### config.mk
export PLATFORM = sky130hd
export DESIGN_NAME = status_sentence_tx
export DESIGN_NICKNAME = d
export VERILOG_FILES = /design/src/verilog/status_sentence_tx.v
export VERILOG_INCLUDE_DIRS = /design/src /design/src/verilog
export SDC_FILE = /design/constraint.sdc
export NUM_CORES = 1
export LEC_CHECK = 0
export BUFFER_PORTS_ARGS = -buffer_cell sky130_fd_sc_hd__buf_2
export CAP_MARGIN = 40
export CORE_ASPECT_RATIO = 0.75
export CORE_MARGIN = 4
export CORE_UTILIZATION = 30
export CTS_CLUSTER_SIZE = 30
export DETAILED_ROUTE_END_ITERATION = 6
export PLACE_DENSITY = 0.51
export SETUP_SLACK_MARGIN = 0.2
export SLEW_MARGIN = 20
export SYNTH_ARGS = -nofsm -noshare
export SYNTH_HDL_FRONTEND = slang
export SYNTH_SLANG_ARGS = --single-unit
### constraint.sdc
create_clock -name pclk -period 5.84 [get_ports pclk]
set_input_delay 0.292 -clock pclk [delete_from_list [all_inputs] [get_ports pclk]]
set_output_delay 0.292 -clock pclk [all_outputs]
set_load 0.02 [all_outputs]
### src/verilog/sentence_tx_defines.vh
// constants for the serial status sentence framer
`ifndef SENTENCE_TX_DEFINES_VH
`define SENTENCE_TX_DEFINES_VH

// register byte offsets
`define REG_CTRL      12'h000
`define REG_COURSE    12'h004
`define REG_RADIAL    12'h008
`define REG_NAVSTAT   12'h00C
`define REG_COMSTAT   12'h010
`define REG_VERSION   12'h014
`define REG_REQ       12'h018
`define REG_IRQ_STAT  12'h01C
`define REG_IRQ_MASK  12'h020
`define REG_NAVVER    12'h024

// request register bit positions (write one to request)
`define REQ_NAVSTAT   0
`define REQ_NAVVER    1
`define REQ_COMVER    2
`define REQ_ERR       3

// message identifiers, two ascii digits each
`define ID_COURSE     16'h3232
`define ID_RADIAL     16'h3233
`define ID_ERR        16'h3237
`define ID_NAVSTAT    16'h3238
`define ID_NAVVER     16'h3330
`define ID_COMSTAT    16'h3335
`define ID_COMVER     16'h3336

// periodic timing: 10 Hz at 40 MHz
`define CLK_HZ        40000000
`define PERIOD_HZ     10
`define PERIOD_CYC    (`CLK_HZ / `PERIOD_HZ)

// reset values
`define CTRL_RST      32'h0000_0000
`define MASK_RST      4'h0

`endif

### src/verilog/status_sentence_tx.v
// framer that emits ascii status sentences onto a byte stream
//
// Decided for this implementation: the address map and the APB interface to the registers.
`timescale 1ns/100ps
`default_nettype none
`include "sentence_tx_defines.vh"

// Function
// course message 22: validity char '0'/'V' then three degree digits 000-359
// course and radial messages repeat at 10 Hz from power-up unasked
// radial message 23: validity char, three degree digits, one tenths digit
// while tracking a localizer the radial still goes out, marked invalid
// fault sends message 27 with code '0' checksum, '1' unknown, '2' bad data
// nav status 28 sent on host request and on every status change
// nav standby MHz minus 30h, kHz/25 plus 30h, then mode N or M
// nav version 30: four version characters then release flag R or E
// com status carries active then standby, MHz-30h and kHz/25+30h each
// com status 35 ends with status letter R/T/S/F and squelch '0'/'1'
// com version 36 carries four ascii version characters
// sentence: '$', fixed prefix, 'V', two-digit id, fields, checksum, CR LF
// checksum is xor of chars after '$', two uppercase hex digits
// one whole sentence at a time, never interleaved
module status_sentence_tx #(
    parameter [31:0] PERIOD_CYCLES = `PERIOD_CYC,
    // prefix letters after '$'; arbitrary neutral value
    parameter [31:0] PREFIX        = 32'h5858_5858
) (
    // apb
    input  wire        pclk,
    input  wire        presetn,
    input  wire        psel,
    input  wire        penable,
    input  wire        pwrite,
    input  wire [11:0] paddr,
    input  wire [31:0] pwdata,
    output reg  [31:0] prdata,
    output reg         pready,
    output reg         pslverr,
    // byte stream to the uart
    output reg  [7:0]  tx_data,
    output reg         tx_valid,
    input  wire        tx_ready,
    // interrupt
    output reg         irq
);

    // ------------------------------------------------------------
    // helpers
    // ------------------------------------------------------------
    function [7:0] hex_char;
        input [3:0] n;
        begin
            hex_char = (n < 4'hA) ? {4'h3, n} : (8'h37 + {4'h0, n});
        end
    endfunction
    function [23:0] deg3;
        input [8:0] d;
        reg [8:0] h;
        reg [8:0] t;
        reg [8:0] u;
        begin
            h = d / 9'd100;
            t = (d % 9'd100) / 9'd10;
            u = d % 9'd10;
            deg3 = {4'h3, h[3:0], 4'h3, t[3:0], 4'h3, u[3:0]};
        end
    endfunction
    // ------------------------------------------------------------
    // registers
    // ------------------------------------------------------------
    localparam [2:0] M_COURSE = 3'd0, M_RADIAL = 3'd1, M_ERR = 3'd2, M_NAVSTAT = 3'd3,
                     M_NAVVER = 3'd4, M_COMSTAT = 3'd5, M_COMVER = 3'd6;
    reg [31:0] ctrl_r;      // [0] periodic off, [1] localizer tracking
    reg [31:0] course_r;    // [8:0] degrees, [9] valid
    reg [31:0] radial_r;    // [8:0] degrees, [12:9] tenths, [13] valid
    reg [31:0] navstat_r;   // [7:0] MHz, [15:8] kHz/25, [16] monitor
    reg [31:0] comstat_r;   // [7:0] act MHz,[15:8] act step,[23:16] sb MHz,[31:24] sb step
    reg [31:0] version_r;   // com version, four chars
    reg [31:0] navver_r;    // [31:0] four chars
    reg [7:0]  misc_r;      // [1:0] com status R/T/S/F, [2] squelch test, [3] nav eng, [5:4] err
    reg [3:0]  pend_r;      // navstat, navver, comver, err
    reg        comstat_pend_r;
    reg [3:0]  irq_stat_r;  // sentence done, err sent, navstat change, period tick
    reg [3:0]  irq_mask_r;
    reg [31:0] tick_cnt_r;
    reg        per_pend_r;  // periodic course sentence owed
    wire       wr_en = psel & penable & pwrite & pready;
    wire       rd_en = psel & penable & ~pwrite & pready;
    // read data loads at setup so that it stands when pready is sampled
    wire       rd_setup = psel & ~penable & ~pwrite;
    wire       known = (paddr <= `REG_NAVVER) && (paddr[1:0] == 2'b00);
    // transmitter state (one-hot)
    localparam [2:0] S_IDLE = 3'b001, S_SEND = 3'b010, S_TAIL = 3'b100;
    reg [2:0]  state_r;
    reg [2:0]  msg_r;
    reg [4:0]  idx_r;
    reg [7:0]  sum_r;
    reg [1:0]  tail_r;
    reg        sent_pulse;
    // body characters after '$', up to 16 of them
    reg [7:0]  body [0:15];
    reg [4:0]  body_len;
    integer    i;
    always @* begin
        for (i = 0; i < 16; i = i + 1)
            body[i] = 8'h30;
        body[0] = PREFIX[31:24];
        body[1] = PREFIX[23:16];
        body[2] = PREFIX[15:8];
        body[3] = PREFIX[7:0];
        body[4] = 8'h56;
        body_len = 5'd9;
        case (msg_r)
            M_COURSE: begin
                {body[5], body[6]} = `ID_COURSE;
                body[7] = course_r[9] ? 8'h56 : 8'h30;
                {body[8], body[9], body[10]} = deg3(course_r[8:0]);
                body_len = 5'd11;
            end
            M_RADIAL: begin
                {body[5], body[6]} = `ID_RADIAL;
                body[7] = (radial_r[13] & ~ctrl_r[1]) ? 8'h56 : 8'h30;
                {body[8], body[9], body[10]} = deg3(radial_r[8:0]);
                body[11] = {4'h3, radial_r[12:9]};
                body_len = 5'd12;
            end
            M_ERR: begin
                {body[5], body[6]} = `ID_ERR;
                body[7] = {6'b001100, misc_r[5:4]};
                body_len = 5'd8;
            end
            M_NAVSTAT: begin
                {body[5], body[6]} = `ID_NAVSTAT;
                body[7] = navstat_r[7:0] - 8'h30;
                body[8] = navstat_r[15:8] + 8'h30;
                body[9] = navstat_r[16] ? 8'h4D : 8'h4E;
                body_len = 5'd10;
            end
            M_NAVVER: begin
                {body[5], body[6]} = `ID_NAVVER;
                {body[7], body[8], body[9], body[10]} = navver_r;
                body[11] = misc_r[3] ? 8'h45 : 8'h52;
                body_len = 5'd12;
            end
            M_COMSTAT: begin
                {body[5], body[6]} = `ID_COMSTAT;
                body[7] = comstat_r[7:0] - 8'h30;
                body[8] = comstat_r[15:8] + 8'h30;
                body[9] = comstat_r[23:16] - 8'h30;
                body[10] = comstat_r[31:24] + 8'h30;
                case (misc_r[1:0])
                    2'd0: body[11] = 8'h52;
                    2'd1: body[11] = 8'h54;
                    2'd2: body[11] = 8'h53;
                    default: body[11] = 8'h46;
                endcase
                body[12] = misc_r[2] ? 8'h31 : 8'h30;
                body_len = 5'd13;
            end
            default: begin
                {body[5], body[6]} = `ID_COMVER;
                {body[7], body[8], body[9], body[10]} = version_r;
                body_len = 5'd11;
            end
        endcase
    end

    // ------------------------------------------------------------
    // apb slave, status and request registers
    // ------------------------------------------------------------
    wire navstat_chg = wr_en && (paddr == `REG_NAVSTAT) && (pwdata != navstat_r);
    wire comstat_chg = wr_en && (paddr == `REG_COMSTAT);
    wire tick        = (tick_cnt_r == PERIOD_CYCLES - 32'd1);
    wire start       = (state_r == S_IDLE) && !tx_valid;
    reg  [2:0] pick;
    reg        pick_ok;
    reg        radial_owed_r;
    always @* begin
        pick_ok = 1'b1;
        pick = M_COURSE;
        if (radial_owed_r)       pick = M_RADIAL;
        else if (per_pend_r)     pick = M_COURSE;
        else if (pend_r[3])      pick = M_ERR;
        else if (pend_r[0])      pick = M_NAVSTAT;
        else if (comstat_pend_r) pick = M_COMSTAT;
        else if (pend_r[1])      pick = M_NAVVER;
        else if (pend_r[2])      pick = M_COMVER;
        else                     pick_ok = 1'b0;
    end
    wire launch = start && pick_ok;
    always @(posedge pclk or negedge presetn) begin
        if (!presetn) begin
            ctrl_r <= `CTRL_RST;
            course_r <= 32'h0;
            radial_r <= 32'h0;
            navstat_r <= 32'h0;
            comstat_r <= 32'h0;
            version_r <= 32'h3030_3030;
            navver_r <= 32'h3030_3030;
            misc_r <= 8'h00;
            pend_r <= 4'h0;
            comstat_pend_r <= 1'b0;
            irq_mask_r <= `MASK_RST;
            irq_stat_r <= 4'h0;
            tick_cnt_r <= 32'h0;
            per_pend_r <= 1'b0;
            radial_owed_r <= 1'b0;
            prdata <= 32'h0;
            pready <= 1'b0;
            pslverr <= 1'b0;
            irq <= 1'b0;
        end else begin
            pready <= psel & ~penable;
            pslverr <= psel & ~penable & ~known;
            tick_cnt_r <= tick ? 32'h0 : tick_cnt_r + 32'd1;
            // course clears its flag at launch, so a tick during the pair is not lost
            if (launch && radial_owed_r)
                radial_owed_r <= 1'b0;
            else if (launch && per_pend_r) begin
                radial_owed_r <= 1'b1;
                per_pend_r <= 1'b0;
            end
            if (tick && ctrl_r[0] == 1'b0)
                per_pend_r <= 1'b1;
            if (wr_en) begin
                case (paddr)
                    `REG_CTRL:     ctrl_r <= pwdata;
                    `REG_COURSE:   course_r <= pwdata;
                    `REG_RADIAL:   radial_r <= pwdata;
                    `REG_NAVSTAT:  navstat_r <= pwdata;
                    `REG_COMSTAT:  comstat_r <= pwdata;
                    `REG_VERSION:  version_r <= pwdata;
                    `REG_NAVVER:   navver_r <= pwdata;
                    `REG_IRQ_MASK: irq_mask_r <= pwdata[3:0];
                    `REG_REQ: begin
                        misc_r <= pwdata[15:8];
                        pend_r <= pend_r | pwdata[3:0];
                    end
                    default: ;
                endcase
            end
            if (launch && !per_pend_r && !radial_owed_r) begin
                case (pick)
                    M_ERR:     pend_r[3] <= 1'b0;
                    M_NAVSTAT: pend_r[0] <= 1'b0;
                    M_COMSTAT: comstat_pend_r <= 1'b0;
                    M_NAVVER:  pend_r[1] <= 1'b0;
                    default:   pend_r[2] <= 1'b0;
                endcase
            end
            if (navstat_chg)
                pend_r[0] <= 1'b1;
            if (comstat_chg)
                comstat_pend_r <= 1'b1;
            if (rd_setup) begin
                case (paddr)
                    `REG_CTRL:     prdata <= ctrl_r;
                    `REG_COURSE:   prdata <= course_r;
                    `REG_RADIAL:   prdata <= radial_r;
                    `REG_NAVSTAT:  prdata <= navstat_r;
                    `REG_COMSTAT:  prdata <= comstat_r;
                    `REG_VERSION:  prdata <= version_r;
                    `REG_NAVVER:   prdata <= navver_r;
                    `REG_REQ:      prdata <= {16'h0, misc_r, 3'b000, state_r != S_IDLE, pend_r};
                    `REG_IRQ_STAT: prdata <= {28'h0, irq_stat_r};
                    `REG_IRQ_MASK: prdata <= {28'h0, irq_mask_r};
                    default:       prdata <= 32'h0;
                endcase
            end
            // read clears only the bits it reported; a new event in the same cycle wins
            irq_stat_r <= ((rd_en && paddr == `REG_IRQ_STAT) ?
                           (irq_stat_r & ~prdata[3:0]) : irq_stat_r)
                          | {tick, navstat_chg, sent_pulse && msg_r == M_ERR, sent_pulse};
            irq <= |(irq_stat_r & irq_mask_r);
        end
    end

    // ------------------------------------------------------------
    // sentence serialiser
    // ------------------------------------------------------------
    always @(posedge pclk or negedge presetn) begin
        if (!presetn) begin
            state_r <= S_IDLE;
            msg_r <= M_COURSE;
            idx_r <= 5'd0;
            sum_r <= 8'h00;
            tail_r <= 2'd0;
            tx_data <= 8'h00;
            tx_valid <= 1'b0;
            sent_pulse <= 1'b0;
        end else begin
            sent_pulse <= 1'b0;
            if (tx_valid && tx_ready)
                tx_valid <= 1'b0;
            case (state_r)
                S_IDLE: begin
                    if (launch) begin
                        msg_r <= pick;
                        tx_data <= 8'h24;
                        tx_valid <= 1'b1;
                        idx_r <= 5'd0;
                        sum_r <= 8'h00;
                        state_r <= S_SEND;
                    end
                end
                S_SEND: begin
                    if (!tx_valid || tx_ready) begin
                        if (idx_r < body_len) begin
                            tx_data <= body[idx_r[3:0]];
                            tx_valid <= 1'b1;
                            sum_r <= sum_r ^ body[idx_r[3:0]];
                            idx_r <= idx_r + 5'd1;
                        end else begin
                            tx_data <= 8'h2A;
                            tx_valid <= 1'b1;
                            tail_r <= 2'd0;
                            state_r <= S_TAIL;
                        end
                    end
                end
                S_TAIL: begin
                    if (!tx_valid || tx_ready) begin
                        tx_valid <= 1'b1;
                        tail_r <= tail_r + 2'd1;
                        case (tail_r)
                            2'd0: tx_data <= hex_char(sum_r[7:4]);
                            2'd1: tx_data <= hex_char(sum_r[3:0]);
                            2'd2: tx_data <= 8'h0D;
                            default: begin
                                tx_data <= 8'h0A;
                                sent_pulse <= 1'b1;
                                state_r <= S_IDLE;
                            end
                        endcase
                    end
                end
                default: state_r <= S_IDLE;
            endcase
        end
    end
endmodule // status_sentence_tx
`default_nettype wire
## After elaboration in Yosys (flattened, before gate mapping)

Cells that the tools add are included.

- Bitwise gates (word level): 21
- Multiplexer cells: 81
- Equal/unequal tests: 35
- Magnitude comparators: 5
- Reduce and logical (&&, ||, !) cells: 52
- $add $sub $neg: 11
- Div/mod/pow operators: 8

Operators with widths:

| operator | number |
|---|---|
| $pmux 32 s10 | 1 |
| $pmux 17 s6 | 1 |
| $pmux 16 s6 | 1 |
| $mux 8 | 9 |
| $eq 12x5->1 const B | 4 |
| $pmux 7 s3 | 2 |
| $pmux 8 s5 | 1 |
| $mux 3 | 12 |
| $add 32x1->32 const B | 1 |
| $bmux 8 s4 | 1 |
| $eq 32x22->1 const B | 1 |
| $mux 32 | 1 |
| $ne 32x32->1 | 1 |
| $mux 1 | 28 |
| $mux 7 | 4 |
| $add 8x6->8 const B | 3 |
| $eq 12x4->1 const B | 2 |
| $eq 12x6->1 const B | 2 |
| $pmux 8 s3 | 1 |
| $reduce_and 2->1 | 12 |
| $sub 8x6->8 const B | 3 |
| $mux 5 | 4 |
| $div 9x4->9 const B | 2 |
| $div 9x7->9 const B | 2 |
| other kinds (47) | 114 |

- Flip-flop bits (word level): 345
- Output and inout port bits: 44

## Longest topological paths before layout

Gate-level depths: netlist (run 1).

- Depth in word-level cells: 12
- Gate-level depth with buffers: 33
- Mapped depth without buffers: 28

## Least setup slack after synthesis (run 1)

OpenSTA, ideal clock, no wires.

- Kind: register to register
- Start: register msg_r[2]
- End: register sum_r[2]
- Buffers on the path: 5
- Slack: 0.221 ns
- Arrival: 5.499 ns
- Cell stages (with the launch flop): 33
- Library setup time: 0.120 ns
- Cells stage by stage: dfrtp_1 > buf_6 > or3b_4 > buf_6 > buf_6 > a21o_1 > buf_2 > inv_2 > ha_1 > nor2b_1 > clkbuf_1 > a211oi_2 > o41ai_1 > o21ai_0 > nand2_1 > nand2_1 > a21oi_1 > a31oi_1 > ha_1 > nand3_1 > nor3_1 > o31ai_1 > nand3_1 > xnor2_1 > inv_1 > ha_1 > nor2_1 > a2bb2oi_1 > o211ai_1 > a221oi_1 > o31ai_2 > a21oi_1 > a31o_1

- Longest elaborated chain between the ends: 10
- Elaborated cells between the ends (all ways): 23
- Classes of those cells: order compare (1); eq/ne (6); mux (11); bitwise (1); reduce/logical (4)

RTL lines:

| element | RTL line | RTL |
|---|---|---|
| from (decl) | status_sentence_tx.v:95 | `reg [2:0] msg_r;` |
| from (signal assigned) | status_sentence_tx.v:298 | `msg_r <= pick;` |
| $eq 3x2->1 | status_sentence_tx.v:113 | `case (msg_r)` |
| $reduce_or 2->1 (no line) | - |  |
| $pmux 8 s5 | status_sentence_tx.v:113 |  |
| $bmux 8 s4 | status_sentence_tx.v:311 | `sum_r <= sum_r ^ body[idx_r[3:0]];` |
| $mux 8 (implied by the code) (2 in a row) | status_sentence_tx.v:311 |  |
| $xor 8x8->8 | status_sentence_tx.v:311 |  |
| $mux 8 | status_sentence_tx.v:308 | `if (idx_r < body_len) begin` |
| $mux 8 | status_sentence_tx.v:307 | `if (!tx_valid \|\| tx_ready) begin` |
| $pmux 8 s2 | status_sentence_tx.v:295 | `case (state_r)` |
| to (signal assigned) | status_sentence_tx.v:311 |  |
| to (decl) | status_sentence_tx.v:97 | `reg [7:0] sum_r;` |

Several ways; a longest one is shown, not always the timed one. The select of a mux whose other input is x is not followed.
A chain may end at the register's enable or synchronous reset.

## Worst setup path after layout (run 1)

- Start: register msg_r[2]
- End: register sum_r[0]

Same word-level chain as after synthesis.

==> results of run 1 <==
[cell usage after synthesis (21+ instances only)]
cell type  count
xor2_1        21
nand2_1      186
a22oi_1       61
mux2i_1       24
mux2_2       238
o21ai_0       86
nor2_1       127
nand4_1       26
a21oi_1       72
inv_1         29
dfrtp_1      328
xnor2_1       63
a221oi_1      30
nand3_1       45
a222oi_1      37
clkbuf_1      93
a31oi_1       28
buf_1         23
nor3_1        27
ha_1          22
[what timing repair did]
action,4_1_cts,5_1_grt
endpoints found under the setup margin,7,8
resized for setup,8,35
setup buffers,0,8
pin swaps,0,13
hold endpoints to repair,59,0
hold buffers,2,0
[worst max-delay path: stages (launching register included)]
cell and delay, ns:
dfrtp_2 0.45, nor3b_4 0.24, mux2_4 0.34, inv_4 0.12, ha_2 0.22, nor4bb_4 0.31
nand2_1 0.10, a32o_2 0.33, a211oi_4 0.28, nand2_2 0.13, nand2_2 0.12, inv_1 0.06
ha_1 0.20, o21ai_0 0.07, and3_1 0.19, nand3_2 0.14, a21oi_4 0.20, nor2b_4 0.08
xnor2_4 0.17, or3_1 0.42, a21oi_1 0.14, a311oi_1 0.07, o32a_1 0.35, or4b_1 0.52
nand3_1 0.07
[through the flow]
step                hold slack (ns)  setup TNS (ns)  total power, mW  std cells   util
floorplan                  -0.00359               0             3.03       1891      -
global placement              0.281               0             3.35       2774  0.328
detailed placement            0.282          -0.251             3.36       2776  0.329
CTS                        0.000125               0             5.82       2849  0.350
global route                 0.0367               0             6.02       2859  0.354
finish                       0.0219               0             5.76       2859  0.354
[registers in the layout, summed over array words and instances, names as in the netlist, 2 cells and up]
register,cells
tx_data,8
tail_r,2
misc_r,8
comstat_r,32
msg_r,3
irq_stat_r,4
idx_r,5
course_r,32
state_r,3
pend_r,4
version_r,32
navver_r,32
tick_cnt_r,32
prdata,32
radial_r,32
navstat_r,32
sum_r,8
irq_mask_r,4
ctrl_r,32
[kinds of logic after synthesis]
logic type	after synthesis	synth area share
AOI/OAI and AO/OA	488	0.184
xor gates and xnor gates	85	0.0393
adders and majority gates	23	0.0147
buffers and inverters	160	0.0331
DFF	345	0.446
muxes	268	0.156
and+or+nand+nor	522	0.128
[power breakdown]
group	leakage [nW]	internal (mW)	total (mW)	switching, mW
combinational	5.02	0.270	0.804	0.534
sequential	4.67	2.45	2.53	0.0822
clock	0.614	1.38	2.43	1.05
[final timing paths]
check | from | to
max | msg_r[2] | sum_r[0]
min | pwdata[21] | navver_r[21]
max reg2reg | msg_r[2] | sum_r[0]
min reg2reg | tick_cnt_r[4] | tick_cnt_r[4]
max in group asynchronous | presetn | ctrl_r[8]
min in group asynchronous | presetn | prdata[20]
[metal layers]
metal	share of wire	vias up	track usage
met5	0	-	0
met4	0.016	0	0.0345
met3	0.081	78	0.0375
met2	0.42	642	0.285
met1	0.48	8401	0.300
li1	-	7230	-
[cell type report]
| class | instances | area (um2) | share of cell area |
|---|---|---|---|
| multi-input cells | 1386 | 10400 | 0.462 |
| flip-flops and latches | 345 | 8660 | 0.383 |
| clock buffers | 54 | 1100 | 0.0488 |
| well taps | 861 | 1080 | 0.0477 |
| repair buffers | 165 | 1070 | 0.0473 |
| clock inverters | 17 | 145 | 0.00642 |
| inverters | 31 | 119 | 0.00526 |
==> results.yml, run 1 <==
status:
  status: "finished with violations"
  violations: "DRC"
placed_design:
  place_hpwl_um: 47600
  routabilityCongestion: 0.927
  dp_slack_ns: -0.107
  post_dp_cell_area_mm2: 0.0210
  port_buffers: 93
power:
  power_per_cell_area_mw_per_mm2: 255
  max-vdd-ir-drop_v: 0.000161
  leakagePower_nw: 10.3
timing:
  finalClockSkew_ns: 0.0308
  setup_viol: 0
  max_freq_ghz: 0.184
  rsz0062_at_grt: "true"
  slew_headroom: 0.392
  slew_violations: 0
  hold_viol: 0
  fin_ws_ns: 0.419
  fin_crit_sh: 0.928
  period_minus_slack_ns: 5.42
  tightestPinTransition_ns: 0.886
yosys:
  syn_inst: 1891
  ys_seq_elements: 345
  yosys_warnings: 0
  synth_area_mm2: 0.0194
  synthFlopType: "dfrtp_1"
  synthArstFlopShare: 1.00
  synthesis.nets: 1963
  yosysTopAreaCell: "dfrtp_1"
  synth.avg_cell_area_um2: 10.3
  synth_edf_count: 0
  seq_area_frac_synth: 0.446
  yosys-top-cells-area: "dfrtp_1, mux2_2, nand2_1"
  synth_top_area_share: 0.423
  synth.distinct_cells: 97
worst_setup_path:
  r2r_cells: 24
  worstPathMaxFanout: 11
  cp.required_ns: 6.33
  arrival_ns: 5.91
  cp-start-kind: "flop"
  endpoint_kind: "flop"
  reg2reg_slack_ns: 0.42
  path_class: "flop to flop"
drt:
  drc: 9
  first_pass_iters: 7
  postRouteWirelength_um: 68600
  viasPerCell: 5.72
  drtAntennaViolNets: 0
  initialDrtViolationCount: 1611
  wl_per_cell_um: 24.0
  vias: 16400
clock_tree:
  htree_levels: 2
  cts-root-buf: "clkbuf_16"
  cts-buffers-inserted: 39
  cts_buffer_depth: 3
  worstSkewPairLatency_ns: 0.57
  cts_tree: "built"
  cts.sinks: 345
  clk_pin_slew_ns: 0.06
grt:
  antenna_found_initial: 0
  grt_pass1_vias: 16000
  track_usage: 0.195
  gr-total-overflow: 0
  grt_max_degree: 147
  grt_pass1_wl_um: 104000
layout:
  syn_to_final_growth_pct: 16.4
  design_area_mm2: 0.0226
  nFillCells: 6480
  nNetsFinal: 2040
  layout_commonest_cell: "dfrtp_1"
  antennaDiodeCount: 0
  drive_gt1_frac: 0.283
  final_cell_mix: "dfrtp_1, mux2_2, nand2_1, nor2_1, buf_2"
floorplan:
  fp.dieArea_mm2: 0.0689
  placeableCoreArea_mm2: 0.0639
  initial_core_util: 0.304
  die_y_um: 228
  fp.dieW_um: 302
  num_io_pins: 94
  fp-row-count: 80
hold_path:
  min_path_cells: 3
  hold_class: "input pin to flop"
job:
  cap_violations: 0
Note: power is estimated with default switching activity, not from simulation.
==> inputs of run 2 (changes only) <==
Settings changed: CORE_UTILIZATION 30 to 56, HOLD_SLACK_MARGIN from default to 0.08, PLACE_DENSITY 0.51 to 0.77.
==> run 2 against run 1 <==
Effect of this change:
- the run still ends with DRC left
- final area fell by 3.2%
- global-route usage rose by 12 points
- final cell count fell by 15%
- sequential power barely moved
- sequential share of layout area up 1.3 points
- worst hold slack improved by 0.072 ns
- clock power fell by 8%
- flip-flop and latch count unchanged
- first-iteration DRC count increased by 37%
- maximum frequency grew 0.89%
- register-to-register slack gained 0.05 ns
- critical path type unchanged
- largest cell class unchanged
==> results.yml, run 2 (synthesized netlist as in run 1, its figures left out) <==
status:
  status: "finished with violations"
  violations: "DRC"
clock_tree:
  cts.sinks: 345
  htree_levels: 2
  cts_buffer_depth: 3
  worstSkewPairLatency_ns: 0.53
  clk_pin_slew_ns: 0.07
  cts-root-buf: "clkbuf_16"
  cts-buffers-inserted: 35
  cts_tree: "built"
timing:
  whs_ns: 0.0936
  hold_viol: 0
  slew_headroom: 0.287
  slew_violations: 0
  max_freq_ghz: 0.186
  fin_ws_ns: 0.467
  tightestPinTransition_ns: 1.07
  setup_viol: 0
  fin_crit_sh: 0.920
  period_minus_slack_ns: 5.37
  finalClockSkew_ns: 0.0132
  rsz0062_at_grt: "false"
worst_setup_path:
  endpoint_kind: "flop"
  cp.required_ns: 6.30
  arrival_ns: 5.83
  cp-start-kind: "flop"
  critPathTopFamily: "compound AO/OA/AOI/OAI gates"
  slowest_delay_ns: 0.46
  worstPathMaxFanout: 10
  path_class: "flop to flop"
  reg2reg_slack_ns: 0.47
  cp_slowest_cell: "dfrtp_2"
  critPathMostFrequentCell: "a211o_1"
  path_cells: "nor3b_4, mux2_4, inv_6, ha_2, nor4bb_4, nand3_1, o211ai_4, o21ai_2, a21o_4, nand2_2, inv_1, ha_1, a211oi_2, or2_1, mux2i_1, a211o_1, o21ai_4, buf_4, maj3_1, o21ai_1, a211o_1, a211o_1, or4_1, nand3_1"
  path_buf_inv: 3
placed_design:
  routabilityCongestion: 1.01
  place_hpwl_um: 42300
  post_dp_cell_area_mm2: 0.0204
  dp_slack_ns: -0.00137
  port_buffers: 93
hold_path:
  hold_class: "input pin to flop"
grt:
  grt_pass1_wl_um: 95300
  antenna_found_initial: 1
  track_usage: 0.318
  gr-total-overflow: 0
  grt_pass1_vias: 15800
  grt_max_degree: 169
job:
  cap_violations: 0
drt:
  drc: 5
  initialDrtViolationCount: 2200
  drtAntennaViolNets: 0
  postRouteWirelength_um: 61700
  viasPerCell: 6.82
  first_pass_iters: 7
  wl_per_cell_um: 25.2
  vias: 16700
layout:
  drive_gt1_frac: 0.278
  design_area_mm2: 0.0219
  antennaDiodeCount: 0
  syn_to_final_growth_pct: 12.7
  seq_area_mm2: 0.00866
  multi_input_comb_area_mm2: 0.0103
  nNetsFinal: 2041
  final_cell_mix: "dfrtp_1, mux2_2, nand2_1, nor2_1, buf_2"
  nFillCells: 2660
  layout_commonest_cell: "dfrtp_1"
floorplan:
  initial_core_util: 0.573
  die_y_um: 169
  fp-row-count: 58
  fp.dieW_um: 223
  num_io_pins: 94
  placeableCoreArea_mm2: 0.0339
  fp.dieArea_mm2: 0.0377
power:
  power_per_cell_area_mw_per_mm2: 254
  leakagePower_nw: 10.2
  max-vdd-ir-drop_v: 0.000238
## run 2: cell count changes in the layout (fill, tap and decap cells not counted), moves of 2 or more
cell	change
clkbuf_16	-5
nor2_4	-4
nand2_1	+2
a21oi_2	+2
nor2_2	+3
a21oi_1	-2
buf_6	+2
## run 2: worst register-to-register path, stage by stage, from the launching register on
cell and delay [ns]:
dfrtp_2 0.46, nor3b_4 0.23, mux2_4 0.36, inv_6 0.11, ha_2 0.22, nor4bb_4 0.31
nand3_1 0.16, o211ai_4 0.20, o21ai_2 0.17, a21o_4 0.27, nand2_2 0.10, inv_1 0.06
ha_1 0.20, a211oi_2 0.25, or2_1 0.15, mux2i_1 0.07, a211o_1 0.32, o21ai_4 0.14
buf_4 0.18, maj3_1 0.15, o21ai_1 0.06, a211o_1 0.31, a211o_1 0.33, or4_1 0.42
nand3_1 0.09
## run 2: metal layers
metal  GRT usage  wire length [um]
met3      0.0794              7120
met4      0.0801              1410
met1       0.476             26700
met2       0.469             26400
met5           0                 0
## run 2: final cells by class
type | instances | area share
multi-input cells | 1386 | 0.472
flip-flops and latches | 345 | 0.396
repair buffers | 170 | 0.0506
clock buffers | 47 | 0.0444
well taps | 450 | 0.0257
clock inverters | 14 | 0.00629
inverters | 31 | 0.00555
## run 2: final timing paths
| path | from | cells after the start | endpoint |
|---|---|---|---|
| max in group asynchronous | presetn | 3 | tick_cnt_r[18] |
| min in group asynchronous | presetn | 2 | prdata[26] |
| hold / removal | psel | 2 | pready |
| setup / recovery | msg_r[1] | 24 | sum_r[1] |
| hold reg to reg | tick_cnt_r[31] | 1 | tick_cnt_r[31] |
| setup reg to reg | msg_r[1] | 24 | sum_r[1] |
## run 2: what timing repair did
action                                  in CTS  in global routing
cloned                                       0                  0
buffers inserted                             1                 15
hold buffers                                 3                  0
hold endpoints to repair                    99                  0
resized for setup                           10                 26
pin swaps                                    2                 17
endpoints found under the setup margin       5                  8
## run 2: report_power, final
group | internal, mW | switching (mW) | total [mW]
Clock | 1.26 | 0.966 | 2.23
Combinational | 0.262 | 0.509 | 0.771
Sequential | 2.45 | 0.107 | 2.56
Total | 3.98 | 1.58 | 5.56
## run 2: per-stage QoR
stage                util  TNS [ns]  power [mW]  std cells
floorplan               -         0        3.03       1891
global placement    0.601         0        3.32       2357
detailed placement  0.603  -0.00137        3.33       2362
CTS                 0.639         0        5.55       2427
global route        0.646         0        5.74       2443
finish              0.646         0        5.56       2443
